File: src/nsend_pkg.sv
// Purpose: Shared constants and types for the network send control decoder
// Assumes: 125 MHz scan clock, 16-bit controller words
// Notes:   Field positions refer to the second control word unless named otherwise
package nsend_pkg;
   // ==========================================================================
   // Widths
   localparam int WORD_W = 16;
   localparam int CNT_W = 16;
   localparam int TICK_W = 24;

   // ==========================================================================
   // Control word fields
   localparam int FMT_BIT = 15;
   localparam int LEVEL_BIT = 14;
   localparam int NORESP_BIT = 13;
   localparam int LINK_ZERO_BIT = 12;
   localparam int RETRY_LO = 8;
   localparam logic [15:0] WIDE_ZERO_MASK = 16'hBF00;
   localparam logic [15:0] WIDE_MAX_CNT = 16'h03E8;
   localparam logic [15:0] LINK_MAX_CNT = 16'h0100;
   localparam logic [7:0] WIDE_MAX_NET = 8'h7F;
   localparam logic [7:0] WIDE_MAX_NODE = 8'h7E;
   localparam logic [7:0] LINK_MAX_NODE = 8'h3E;

   // ==========================================================================
   // Response time limit
   localparam int TICK_MS = 100;
   localparam int CLK_KHZ = 125000;
   localparam int TICK_CYCLES = TICK_MS * CLK_KHZ;
   localparam logic [7:0] LIMIT_DEFAULT_CODE = 8'h00;
   localparam logic [7:0] LIMIT_DEFAULT_TICKS = 8'h14;
   localparam logic [7:0] LIMIT_NONE = 8'hFF;

   // ==========================================================================
   // Types
   typedef enum logic [2:0] {
      NSEND_IDLE = 3'h0,
      NSEND_CHECK = 3'h1,
      NSEND_FETCH = 3'h2,
      NSEND_RESP = 3'h3,
      NSEND_FINISH = 3'h4
   } nsend_state_e;

   typedef struct packed {
      logic [15:0] w2;
      logic [15:0] w1;
      logic [15:0] w0;
   } nsend_ctl_s;

   typedef struct packed {
      logic link_fmt;
      logic level0;
      logic no_resp;
      logic [7:0] net_or_limit;
      logic [3:0] retries;
      logic [7:0] dest_node;
      logic [15:0] dest_addr;
      logic [15:0] count;
   } nsend_req_s;
endpackage

File: src/nsend_buf2.sv
// Purpose: Two-entry buffer with registered outputs
// Assumes: Single clock, synchronous active-high reset
// Notes:   Head register feeds the output, tail holds a word during a stall
module nsend_buf2 #(
   parameter int W = 16
) (
   input wire logic ref_clk_i,
   input wire logic reset_i,
   input wire logic in_valid_i,
   output logic in_ready_o,
   input wire logic [W-1:0] in_data_i,
   output logic out_valid_o,
   input wire logic out_ready_i,
   output logic [W-1:0] out_data_o
);
   logic tail_valid;
   logic [W-1:0] tail;
   logic push;
   logic head_free;

   assign in_ready_o = !tail_valid;
   assign push = in_valid_i && !tail_valid;
   assign head_free = !out_valid_o || out_ready_i;

   // ==========================================================================
   // Storage
   always_ff @(posedge ref_clk_i) begin
      if (reset_i) begin
         out_valid_o <= 1'b0;
         tail_valid <= 1'b0;
         out_data_o <= '0;
         tail <= '0;
      end else if (head_free) begin
         if (tail_valid) begin
            out_data_o <= tail;
            out_valid_o <= 1'b1;
            tail_valid <= push;
            if (push) begin
               tail <= in_data_i;
            end
         end else begin
            out_valid_o <= push;
            if (push) begin
               out_data_o <= in_data_i;
            end
         end
      end else if (push) begin
         tail <= in_data_i;
         tail_valid <= 1'b1;
      end
   end
endmodule // nsend_buf2

File: src/nsend_ctl_top.sv
// Purpose: Decode, check and run a network send from a three-word control block
// Assumes: Program side and interface unit run on ref_clk_i; unit_present_i is a pin
// Notes:   Source words are read one at a time through a two-entry buffer
// Summary of operation
// Execution condition off: nothing; on: send source block to remote destination.
// Bit 15 of second word picks wide-address or link network layout.
// Wide network word count 0 to 1000 (0000 to 03E8).
// Link network word count 0 to 256 (0000 to 0100).
// Wide: second word low byte is network number 0 to 127, 0 local.
// Bit 14 picks operating level 0; wide format bits 8-13 and 15 zero.
// Wide: destination node 0 to 126, 0 broadcasts, own node allowed.
// Wide: destination port always zero.
// Link: low byte is response limit in 0.1 s; 00 is 2 s, FF none.
// Link: bits 8-11 retry count; bit 12 zero, bit 15 one.
// Link: bit 13 set means no response returned.
// Link: destination 0 to 62, high byte zero, own node forbidden.
// Error when destination node exceeds 126 wide or 62 link.
// Error when the block runs past its data area boundary.
// Error on faulty indirectly addressed operand word.
// Error and no transfer when no interface unit is mounted.
// Program keeps all three control words in one area, in range.
// Transfer completes only once the response is received and acknowledged, unless no response is returned; code also ends it on R9 timeout.
// Enable flag low during transfer, high at first scan end after.
// Error flag cleared after normal completion.
// Control words captured at start; later changes have no effect.
module nsend_ctl_top #(
   parameter int unsigned TICK_CYCLES = nsend_pkg::TICK_CYCLES
) (
   input wire logic ref_clk_i,
   input wire logic reset_i,
   input wire logic exec_i,
   input wire logic scan_end_i,
   input wire nsend_pkg::nsend_ctl_s ctl_i,
   input wire logic [15:0] src_addr_i,
   input wire logic [15:0] dst_addr_i,
   input wire logic [15:0] src_area_last_i,
   input wire logic operand_fault_i,
   input wire logic [7:0] own_node_i,
   input wire logic unit_present_i,
   output logic mem_rd_o,
   output logic [15:0] mem_addr_o,
   input wire logic [15:0] mem_data_i,
   output logic net_start_o,
   output nsend_pkg::nsend_req_s net_req_o,
   output logic net_valid_o,
   input wire logic net_ready_i,
   output logic [15:0] net_data_o,
   input wire logic net_resp_i,
   output logic net_ack_o,
   output logic xfer_enable_o,
   output logic error_flag_o
);
   nsend_pkg::nsend_state_e state;
   nsend_pkg::nsend_ctl_s ctl;
   logic [15:0] src_addr;
   logic [15:0] dst_addr;
   logic [15:0] area_last;
   logic op_fault;
   logic unit_meta;
   logic unit_sync;
   logic link_fmt;
   logic no_resp_wait;
   logic err_node;
   logic err_fields;
   logic err_bound;
   logic err_op;
   logic any_err;
   logic [16:0] blk_end;
   logic [15:0] issued;
   logic rd_pending;
   logic buf_in_ready;
   logic stream_done;
   logic start;
   logic [nsend_pkg::TICK_W-1:0] tick_cnt;
   logic [7:0] ticks;
   logic [7:0] limit_ticks;
   logic limit_on;
   logic timeout;
   logic complete;

   // ==========================================================================
   // Unit presence synchroniser
   always_ff @(posedge ref_clk_i) begin
      if (reset_i) begin
         unit_meta <= 1'b0;
         unit_sync <= 1'b0;
      end else begin
         unit_meta <= unit_present_i;
         unit_sync <= unit_meta;
      end
   end

   // ==========================================================================
   // Capture of control block and operands
   assign start = (state == nsend_pkg::NSEND_IDLE) && exec_i && xfer_enable_o;

   always_ff @(posedge ref_clk_i) begin
      if (reset_i) begin
         ctl <= '0;
         src_addr <= 16'h0000;
         dst_addr <= 16'h0000;
         area_last <= 16'h0000;
         op_fault <= 1'b0;
      end else if (start) begin
         ctl <= ctl_i;
         src_addr <= src_addr_i;
         dst_addr <= dst_addr_i;
         area_last <= src_area_last_i;
         op_fault <= operand_fault_i;
      end
   end

   // ==========================================================================
   // Control block checks
   assign link_fmt = ctl.w1[nsend_pkg::FMT_BIT];
   assign no_resp_wait = link_fmt && ctl.w1[nsend_pkg::NORESP_BIT];
   assign blk_end = {1'b0, src_addr} + {1'b0, ctl.w0} - 17'h00001;

   always_comb begin
      if (link_fmt) begin
         err_node = (ctl.w2[7:0] > nsend_pkg::LINK_MAX_NODE);
         err_fields = (ctl.w0 > nsend_pkg::LINK_MAX_CNT)
            || ctl.w1[nsend_pkg::LINK_ZERO_BIT]
            || (ctl.w2[15:8] != 8'h00)
            || (ctl.w2[7:0] == own_node_i);
      end else begin
         err_node = (ctl.w2[7:0] > nsend_pkg::WIDE_MAX_NODE);
         err_fields = (ctl.w0 > nsend_pkg::WIDE_MAX_CNT)
            || ((ctl.w1 & nsend_pkg::WIDE_ZERO_MASK) != 16'h0000)
            || (ctl.w1[7:0] > nsend_pkg::WIDE_MAX_NET)
            || (ctl.w2[15:8] != 8'h00);
      end
   end

   assign err_bound = (src_addr > area_last)
      || ((ctl.w0 != 16'h0000) && (blk_end > {1'b0, area_last}));
   assign err_op = op_fault;
   assign any_err = err_node || err_fields || err_bound || err_op || !unit_sync;

   // ==========================================================================
   // Sequencer
   assign stream_done = (issued == ctl.w0) && !mem_rd_o && !rd_pending && !net_valid_o
      && buf_in_ready;
   assign complete = ((state == nsend_pkg::NSEND_RESP) && net_resp_i)
      || ((state == nsend_pkg::NSEND_FETCH) && stream_done && no_resp_wait);

   always_ff @(posedge ref_clk_i) begin
      if (reset_i) begin
         state <= nsend_pkg::NSEND_IDLE;
      end else begin
         unique case (state)
            nsend_pkg::NSEND_IDLE: begin
               if (start) begin
                  state <= nsend_pkg::NSEND_CHECK;
               end
            end
            nsend_pkg::NSEND_CHECK: begin
               state <= any_err ? nsend_pkg::NSEND_FINISH : nsend_pkg::NSEND_FETCH;
            end
            nsend_pkg::NSEND_FETCH: begin
               if (stream_done) begin
                  state <= no_resp_wait ? nsend_pkg::NSEND_FINISH : nsend_pkg::NSEND_RESP;
               end
            end
            nsend_pkg::NSEND_RESP: begin
               if (net_resp_i || timeout) begin
                  state <= nsend_pkg::NSEND_FINISH;
               end
            end
            nsend_pkg::NSEND_FINISH: begin
               if (scan_end_i) begin
                  state <= nsend_pkg::NSEND_IDLE;
               end
            end
            default: begin
               state <= nsend_pkg::NSEND_IDLE;
            end
         endcase
      end
   end

   // ==========================================================================
   // Request to the interface unit
   always_ff @(posedge ref_clk_i) begin
      if (reset_i) begin
         net_start_o <= 1'b0;
         net_req_o <= '0;
      end else begin
         net_start_o <= (state == nsend_pkg::NSEND_CHECK) && !any_err;
         if ((state == nsend_pkg::NSEND_CHECK) && !any_err) begin
            net_req_o.link_fmt <= link_fmt;
            net_req_o.level0 <= ctl.w1[nsend_pkg::LEVEL_BIT];
            net_req_o.no_resp <= no_resp_wait;
            net_req_o.net_or_limit <= ctl.w1[7:0];
            net_req_o.retries <= link_fmt ? ctl.w1[nsend_pkg::RETRY_LO +: 4] : 4'h0;
            net_req_o.dest_node <= ctl.w2[7:0];
            net_req_o.dest_addr <= dst_addr;
            net_req_o.count <= ctl.w0;
         end
      end
   end

   // ==========================================================================
   // Source word fetch
   always_ff @(posedge ref_clk_i) begin
      if (reset_i) begin
         mem_rd_o <= 1'b0;
         mem_addr_o <= 16'h0000;
         issued <= 16'h0000;
         rd_pending <= 1'b0;
      end else begin
         mem_rd_o <= 1'b0;
         rd_pending <= mem_rd_o;
         if (state == nsend_pkg::NSEND_CHECK) begin
            issued <= 16'h0000;
            mem_addr_o <= src_addr;
         end else if ((state == nsend_pkg::NSEND_FETCH) && (issued != ctl.w0)
               && !mem_rd_o && !rd_pending && buf_in_ready) begin
            mem_rd_o <= 1'b1;
            issued <= issued + 16'h0001;
         end else if (rd_pending) begin
            mem_addr_o <= mem_addr_o + 16'h0001;
         end
      end
   end

   nsend_buf2 #(
      .W(nsend_pkg::WORD_W)
   ) u_buf (
      .ref_clk_i(ref_clk_i),
      .reset_i(reset_i),
      .in_valid_i(rd_pending),
      .in_ready_o(buf_in_ready),
      .in_data_i(mem_data_i),
      .out_valid_o(net_valid_o),
      .out_ready_i(net_ready_i),
      .out_data_o(net_data_o)
   );

   // ==========================================================================
   // Response time limit
   assign limit_ticks = (ctl.w1[7:0] == nsend_pkg::LIMIT_DEFAULT_CODE)
      ? nsend_pkg::LIMIT_DEFAULT_TICKS : ctl.w1[7:0];
   assign limit_on = link_fmt && (ctl.w1[7:0] != nsend_pkg::LIMIT_NONE);
   assign timeout = limit_on && (ticks == limit_ticks);

   always_ff @(posedge ref_clk_i) begin
      if (reset_i || (state != nsend_pkg::NSEND_RESP)) begin
         tick_cnt <= '0;
         ticks <= 8'h00;
      end else if (tick_cnt == nsend_pkg::TICK_W'(TICK_CYCLES - 1)) begin
         tick_cnt <= '0;
         ticks <= ticks + 8'h01;
      end else begin
         tick_cnt <= tick_cnt + nsend_pkg::TICK_W'(1);
      end
   end

   // ==========================================================================
   // Flags
   always_ff @(posedge ref_clk_i) begin
      if (reset_i) begin
         net_ack_o <= 1'b0;
      end else begin
         net_ack_o <= (state == nsend_pkg::NSEND_RESP) && net_resp_i;
      end
   end

   always_ff @(posedge ref_clk_i) begin
      if (reset_i) begin
         error_flag_o <= 1'b0;
      end else if ((state == nsend_pkg::NSEND_CHECK) && any_err) begin
         error_flag_o <= 1'b1;
      end else if ((state == nsend_pkg::NSEND_RESP) && timeout && !net_resp_i) begin
         error_flag_o <= 1'b1;
      end else if (complete) begin
         error_flag_o <= 1'b0;
      end
   end

   always_ff @(posedge ref_clk_i) begin
      if (reset_i) begin
         xfer_enable_o <= 1'b1;
      end else if (start) begin
         xfer_enable_o <= 1'b0;
      end else if ((state == nsend_pkg::NSEND_FINISH) && scan_end_i) begin
         xfer_enable_o <= 1'b1;
      end
   end
endmodule // nsend_ctl_top

File: config.mk
export PLATFORM = sky130hd
export DESIGN_NAME = nsend_ctl_top
export DESIGN_NICKNAME = d
export VERILOG_FILES = /design/src/nsend_pkg.sv /design/src/nsend_buf2.sv /design/src/nsend_ctl_top.sv
export SDC_FILE = /design/constraint.sdc
export NUM_CORES = 1
export LEC_CHECK = 0
export ABC_AREA = 1
export BUFFER_PORTS_ARGS = -buffer_cell sky130_fd_sc_hd__buf_2
export CAP_MARGIN = 30
export CELL_PAD_IN_SITES_DETAIL_PLACEMENT = 1
export CELL_PAD_IN_SITES_GLOBAL_PLACEMENT = 2
export CORE_MARGIN = 2
export CORE_UTILIZATION = 35
export CTS_CLUSTER_SIZE = 24
export DETAILED_ROUTE_END_ITERATION = 10
export PLACE_DENSITY_LB_ADDON = 0.08
export SYNTH_ARGS = -nofsm -noshare
export SYNTH_HDL_FRONTEND = slang
export SYNTH_SLANG_ARGS = --single-unit
export TNS_END_PERCENT = 10
File: constraint.sdc
create_clock -name ref_clk_i -period 5.2 [get_ports ref_clk_i]
set_input_delay 0.78 -clock ref_clk_i [delete_from_list [all_inputs] [get_ports ref_clk_i]]
set_output_delay 0.78 -clock ref_clk_i [all_outputs]
set_load 0.02 [all_outputs]
==> impl_metrics.json, run 1 <==
{
  "ys_async_sr_fraction_pct": 0,
  "die_h_um": 195,
  "grtUsageTotal_pct": 21.0,
  "setup_viol": 0,
  "r2r_end": "net_req_o[19]",
  "min_to": "unit_sync",
  "dieWidth_um": 195,
  "area_growth_pct": 20.3,
  "synth_xor_area_share_pct": 3.41,
  "numClockSinks": 261,
  "hp-class": "flop to flop",
  "p_switching_uw": 3260,
  "crit_path_end_kind": "flop",
  "startpoint_type": "flop",
  "netlist_instances": 1717,
  "yosysWarningCount": 0,
  "r2r_start": "ctl[1]",
  "routed_wirelength_mm": 40.5,
  "clockBufferDepth": 3,
  "slew_viol_final": 0,
  "muxShareOfSynthArea_pct": 0,
  "gr-usage-met3_pct": 3.28,
  "core_area_mm2": 0.0363,
  "worst-path-max-fanout": 65,
  "io_buffers": 220,
  "layout_common_cells": "inv_1 (295), dfxtp_1 (261), a21oi_1 (247)",
  "synth_compound_area_share_pct": 20.4,
  "crit_family": "compound AO/OA/AOI/OAI gates",
  "dp_slack_ns": 0.498,
  "p_int_uw": 4910,
  "grt-busiest-layer": "met2",
  "met1_usage_pct": 26.4,
  "clockPowerShare_pct": 27.9,
  "p_seq_share_pct": 30.7,
  "antenna_found_initial": 4,
  "reg2reg_depth": 29,
  "tightestPinTransition_ns": 0.900,
  "whs_ns": 0.409,
  "cts-root-buf": "clkbuf_16",
  "synth_seq_cells": 261,
  "ys_types": 53,
  "nets": 2108,
  "clock.fmax_mhz": 222,
  "initial_utilization_pct": 35.3,
  "yosys.area.top_type": "dfxtp_1",
  "syn_nets": 1913,
  "max_slew_margin_pct": 40.0,
  "synth_enable_flop_cells": 0,
  "syn_area_mm2": 0.0128,
  "yosys-top-cells-area": "dfxtp_1 (41%), a21oi_1 (9.6%), inv_1 (8.6%)",
  "avgRoutedWirePerCell_um": 16.9,
  "fin_ws_ns": 0.686,
  "reg2reg_slack_ns": 0.69,
  "tns_ns": 0,
  "clk_pin_slew_worst_paths_ns": 0.05,
  "startpoint": "ctl[1]",
  "combinationalPowerShare_pct": 41.5,
  "cts_made_buffers": 34,
  "crit_required_ns": 5.62,
  "final_layout_size_suffix_gt1_share_pct": 17.4,
  "synthFlopType": "dfxtp_1",
  "insertion_delay_ns": 0.51,
  "p_per_area_mw_per_mm2": 529,
  "synth_top_family_by_area": "compound AO/OA/AOI/OAI gates",
  "maxCapViolCount": 0,
  "grt_pass1_wl_mm": 64.0,
  "layout_commonest_cell": "inv_1",
  "drc": 0,
  "power_uw": 8160,
  "dr.pass1.iters": 4,
  "path_buf_inv": 6,
  "p_sw_share_pct": 39.9,
  "h-tree-depth": 2,
  "grtUsageMet2_pct": 37.4,
  "min_period_over_period_pct": 86.8,
  "post-cts-setup-buffers": 0,
  "min_from": "unit_meta",
  "status": "finished, final reports clean",
  "std_cell_rows": 70,
  "hold_viol_final": 0,
  "ys_seq_area_share_pct": 40.7,
  "finalCriticalPeriod_ns": 4.51,
  "dpl.hpwl_mm": 30.7,
  "leakage_uw": 0.00677,
  "vias_per_cell": 4.95,
  "grt_pass1_vias": 12100,
  "yosys.area_share.adder_pct": 6.69,
  "rsz0062_at_grt": "false",
  "cp_slowest_stage_delay_ns": 0.48,
  "synth_top_cell_area_share_pct": 40.7,
  "grt_max_degree": 96,
  "arrival_ns": 4.93,
  "peakVddDrop_v": 0.000221,
  "worst_path_max_delay_cell": "buf_6",
  "num_io_pins": 221,
  "cp_common_cell": "nand2_1",
  "hold_depth": 2,
  "place.gp.congestion": 0.822,
  "overflow": 0,
  "drt-initial-drc-count": 375,
  "die_area_mm2": 0.0382,
  "num_vias": 11900,
  "postSynthAreaPerCell_um2": 7.47,
  "clock_skew_ns": 0.0202,
  "worstSetupPathType": "flop to flop",
  "synth_simple_gate_area_share_pct": 17.2,
  "cts_tree": "done",
  "final_antenna_net_count": 0
}
through the flow:
step,instances,utilization (%),area [um2]
finish,2404,42.4,15400
global route,2403,42.4,15400
CTS,2401,42.4,15400
detailed placement,2344,39.4,14300
global placement,2343,39.4,14300
floorplan,1717,-,12800
routing by layer:
metal  vias to the layer above  wire [um]
met1                      5643      18700
met5                         -         27
li1                       6027          -
met4                         4        749
met2                       187      19800
met3                        49       1340
cells in the mapped netlist (26+ instances only):
| cell | number |
|---|---|
| dfxtp_1 | 261 |
| xor2_1 | 34 |
| o21ai_0 | 171 |
| inv_1 | 295 |
| nand3_1 | 44 |
| clkbuf_1 | 58 |
| nor2_1 | 109 |
| nand2_1 | 215 |
| a21oi_1 | 247 |
| ha_1 | 67 |
| nand4_1 | 26 |
layout make-up:
cell class                      count  area, um2
Antenna cell                        3       7.51
Clock buffer                       47        980
Inverter                          307       1150
Clock inverter                     10        105
Sequential cell                   261       5230
Multi-Input combinational cell   1080       6150
Fill cell                        4591      20900
Tap cell                          468        586
Timing Repair Buffer              228       1220
cells by family (layout without fill, tap and decap cells):
family                   count (synthesis)  count (layout)
AO/OA/AOI/OAI                          490             490
other                                    0               3
flip-flops                             261             261
adder cells (fa/ha/maj)                 68              68
AND/OR/NAND/NOR                        472             472
buffers and inverters                  376             592
XOR/XNOR                                50              50
registers in the layout, indices dropped and copies added (netlist names), 3 cells and up:
register,count
area_last,16
ctl,48
dst_addr,16
issued,16
mem_addr_o,16
net_req_o,55
src_addr,16
state,3
tick_cnt,24
ticks,8
u_buf.out_data_o,16
u_buf.tail,16
repair_timing:
item | in CTS | in global routing
endpoints found under the setup margin | 0 | 2
hold buffers | 0 | 0
resized for setup | 0 | 1
power groups by stage:
| stage | registers [uW] | logic [uW] | clock network, uW |
|---|---|---|---|
| after floorplan | 2500 | 2450 | 0 |
| after global placement | 2540 | 3320 | 0 |
| after detailed placement | 2550 | 3420 | 0 |
| after CTS | 2510 | 3440 | 2340 |
| after global routing | 2540 | 3910 | 2430 |
| final | 2500 | 3380 | 2280 |
worst reg2reg max path, delay by kind of cell (launching register included):
kind / cells / cell delay, ns
AOI/OAI and AO/OA: 6 / 1.12
and+or+nand+nor: 12 / 1.00
adders and majority gates: 4 / 0.97
buffers and inverters: 6 / 0.86
DFF: 1 / 0.38
xor gates and xnor gates: 1 / 0.09
worst max-delay path by stage:
| stage | end | depth (start not counted) |
|---|---|---|
| after floorplan | net_req_o[38] | 29 |
| after global placement | net_req_o[16] | 29 |
| after detailed placement | net_req_o[21] | 29 |
| after CTS | net_req_o[21] | 29 |
| after global routing | net_req_o[19] | 29 |
| final | net_req_o[19] | 29 |
Note: power is estimated with default switching activity, not from simulation.
==> inputs of run 2 (changes only) <==
--- a/config.mk
+++ b/config.mk
@@ -11,7 +11,7 @@
 export CELL_PAD_IN_SITES_DETAIL_PLACEMENT = 1
 export CELL_PAD_IN_SITES_GLOBAL_PLACEMENT = 2
 export CORE_MARGIN = 2
-export CORE_UTILIZATION = 35
+export CORE_UTILIZATION = 32
 export CTS_CLUSTER_SIZE = 24
 export DETAILED_ROUTE_END_ITERATION = 10
 export PLACE_DENSITY_LB_ADDON = 0.08
==> constraint.sdc (replaced) <==
create_clock -name ref_clk_i -period 5.06 [get_ports ref_clk_i]
set_input_delay 0.759 -clock ref_clk_i [delete_from_list [all_inputs] [get_ports ref_clk_i]]
set_output_delay 0.759 -clock ref_clk_i [all_outputs]
set_load 0.02 [all_outputs]
==> run 2 against run 1 <==
  * Global-route usage shrank 1.0 points
  * Worst hold slack gained 0.0039 ns
  * Via count shrank 0.80%
  * Core utilization shrank 3.3 points
  * Register-to-register slack lost 0.11 ns
  * Worst setup slack lost 0.11 ns
  * Clock-buffer cell count grew 5
  * Largest cell class unchanged
==> impl_metrics.json, run 2 (synthesized netlist as in run 1, its figures left out) <==
{
  "dp_cells": 2401,
  "placed_cell_area_mm2": 0.0144,
  "clockBufferDepth": 3,
  "grtUsageTotal_pct": 20.0,
  "grt_pass1_vias": 12000,
  "worstSetupPathType": "flop to flop",
  "rsz0062_at_grt": "false",
  "cts_made_buffers": 34,
  "final_util_pct": 39.2,
  "num_io_pins": 221,
  "slew_viol_final": 0,
  "numClockSinks": 261,
  "peakVddDrop_v": 0.000232,
  "final_layout_size_suffix_gt1_share_pct": 17.4,
  "hold_viol_final": 0,
  "crit_path_end_kind": "flop",
  "n_antenna_cell": 0,
  "final_antenna_net_count": 0,
  "cts_tree": "done",
  "drt-initial-drc-count": 513,
  "fin_area_mm2": 0.0155,
  "grt_max_degree": 108,
  "insertion_delay_ns": 0.54,
  "h-tree-depth": 2,
  "clock_skew_ns": 0.0187,
  "p_per_area_mw_per_mm2": 550,
  "startpoint_type": "flop",
  "io_buffers": 220,
  "clock.fmax_mhz": 223,
  "arrival_ns": 4.94,
  "place.gp.congestion": 0.827,
  "tns_ns": 0,
  "tightestPinTransition_ns": 0.990,
  "met1_usage_pct": 25.1,
  "largest_reg_flops": 55,
  "area_growth_pct": 21.0,
  "initial_utilization_pct": 32.4,
  "drc": 0,
  "crit_family": "simple AND/OR/NAND/NOR gates",
  "hp-class": "flop to flop",
  "status": "finished, final reports clean",
  "cp_common_cell": "nand2_1",
  "routed_wirelength_mm": 41.6,
  "grt_pass1_wl_mm": 65.3,
  "finalCriticalPeriod_ns": 4.49,
  "dpl.hpwl_mm": 31.5,
  "crit_required_ns": 5.51,
  "nets": 2108,
  "avgRoutedWirePerCell_um": 16.9,
  "power_uw": 8530,
  "std_cell_rows": 73,
  "fill_cells": 4999,
  "num_vias": 11800,
  "grtUsageMet2_pct": 35.2,
  "gr-usage-met3_pct": 3.81,
  "top_regs": "net_req_o: 55 flops, ctl: 48 flops, tick_cnt: 24 flops",
  "layout_common_cells": "inv_1 (295), dfxtp_1 (261), a21oi_1 (247)",
  "cp_slowest_stage_delay_ns": 0.43,
  "cts-root-buf": "clkbuf_16",
  "die_area_mm2": 0.0417,
  "worst-path-max-fanout": 67,
  "die_h_um": 204,
  "dieWidth_um": 204,
  "path_buf_inv": 6,
  "post-cts-setup-buffers": 0,
  "max_slew_margin_pct": 34.0,
  "leakage_uw": 0.00679,
  "overflow": 0,
  "clk_pin_slew_worst_paths_ns": 0.06,
  "setup_viol": 0,
  "dr.pass1.iters": 4,
  "worst_path_max_delay_cell": "buf_8",
  "layout_commonest_cell": "inv_1",
  "top_register": "net_req_o",
  "antenna_found_initial": 0,
  "grt-busiest-layer": "met2",
  "maxCapViolCount": 0,
  "min_period_over_period_pct": 88.7,
  "final_cells": 2460,
  "core_area_mm2": 0.0396,
  "vias_per_cell": 4.80
}
-- run 2: changes by cell type in the layout (fill, tap and decap cells not counted), moves of 2 or more --
cell | previous run | this run
buf_12 | 3 | 1
buf_4 | 3 | 5
clkbuf_1 | 5 | 7
clkbuf_16 | 34 | 37
clkinv_4 | 3 | 1
diode_2 | 3 | 0
inv_6 | 2 | 0
-- run 2: repair_timing --
action                                 CTS  global route
setup endpoints to repair                0            37
hold buffers                             0             0
endpoints found under the hold margin    0             0
resized for setup                        0             3
-- run 2: layout make-up --
class,instances,area [um2],area share (%)
timing repair buffer,228,1180,7.63
sequential,261,5230,33.7
clock inverter,7,91.3,0.588
tap,525,657,4.23
multi-input combinational,1080,6150,39.6
inverter,307,1150,7.44
clock buffer,52,1060,6.84
-- run 2: worst reg2reg max path: cells and delay by family, from the launching register on --
kind | cells | cell delay (ns)
xor gates and xnor gates | 1 | 0.09
adders and majority gates | 4 | 0.97
AOI/OAI and AO/OA | 6 | 1.05
and+or+nand+nor | 12 | 1.09
DFF | 1 | 0.40
buffers and inverters | 6 | 0.80
-- run 2: power by group --
group	switching (uW)	internal, uW
clock network	949	1550
logic	2190	1280
registers	229	2340
-- run 2: path summary, 6_finish.rpt --
kind              depth (start not counted)       endpoint      start  slack, ns
hold / removal                            2      unit_sync  unit_meta       0.41
setup reg to reg                         29  net_req_o[53]     ctl[1]       0.57
hold reg to reg                           2      unit_sync  unit_meta       0.41
setup / recovery                         29  net_req_o[53]     ctl[1]       0.57
-- run 2: metrics by stage --
| step | worst slack (ns) | hold WS (ns) |
|---|---|---|
| 2_1_floorplan | 1.55 | 0.388 |
| 3_3_place_gp | 0.424 | 0.401 |
| 3_5_place_dp | 0.274 | 0.401 |
| 4_1_cts | 0.229 | 0.390 |
| 5_1_grt | 0.0722 | 0.396 |
| 6_report | 0.573 | 0.413 |
-- run 2: per-layer routing --
layer / vias up / share of wire, %
met3: 48 / 3.9
met1: 5577 / 45
met4: 0 / 1.6
li1: 6015 / -
met2: 175 / 49
met5: - / 0
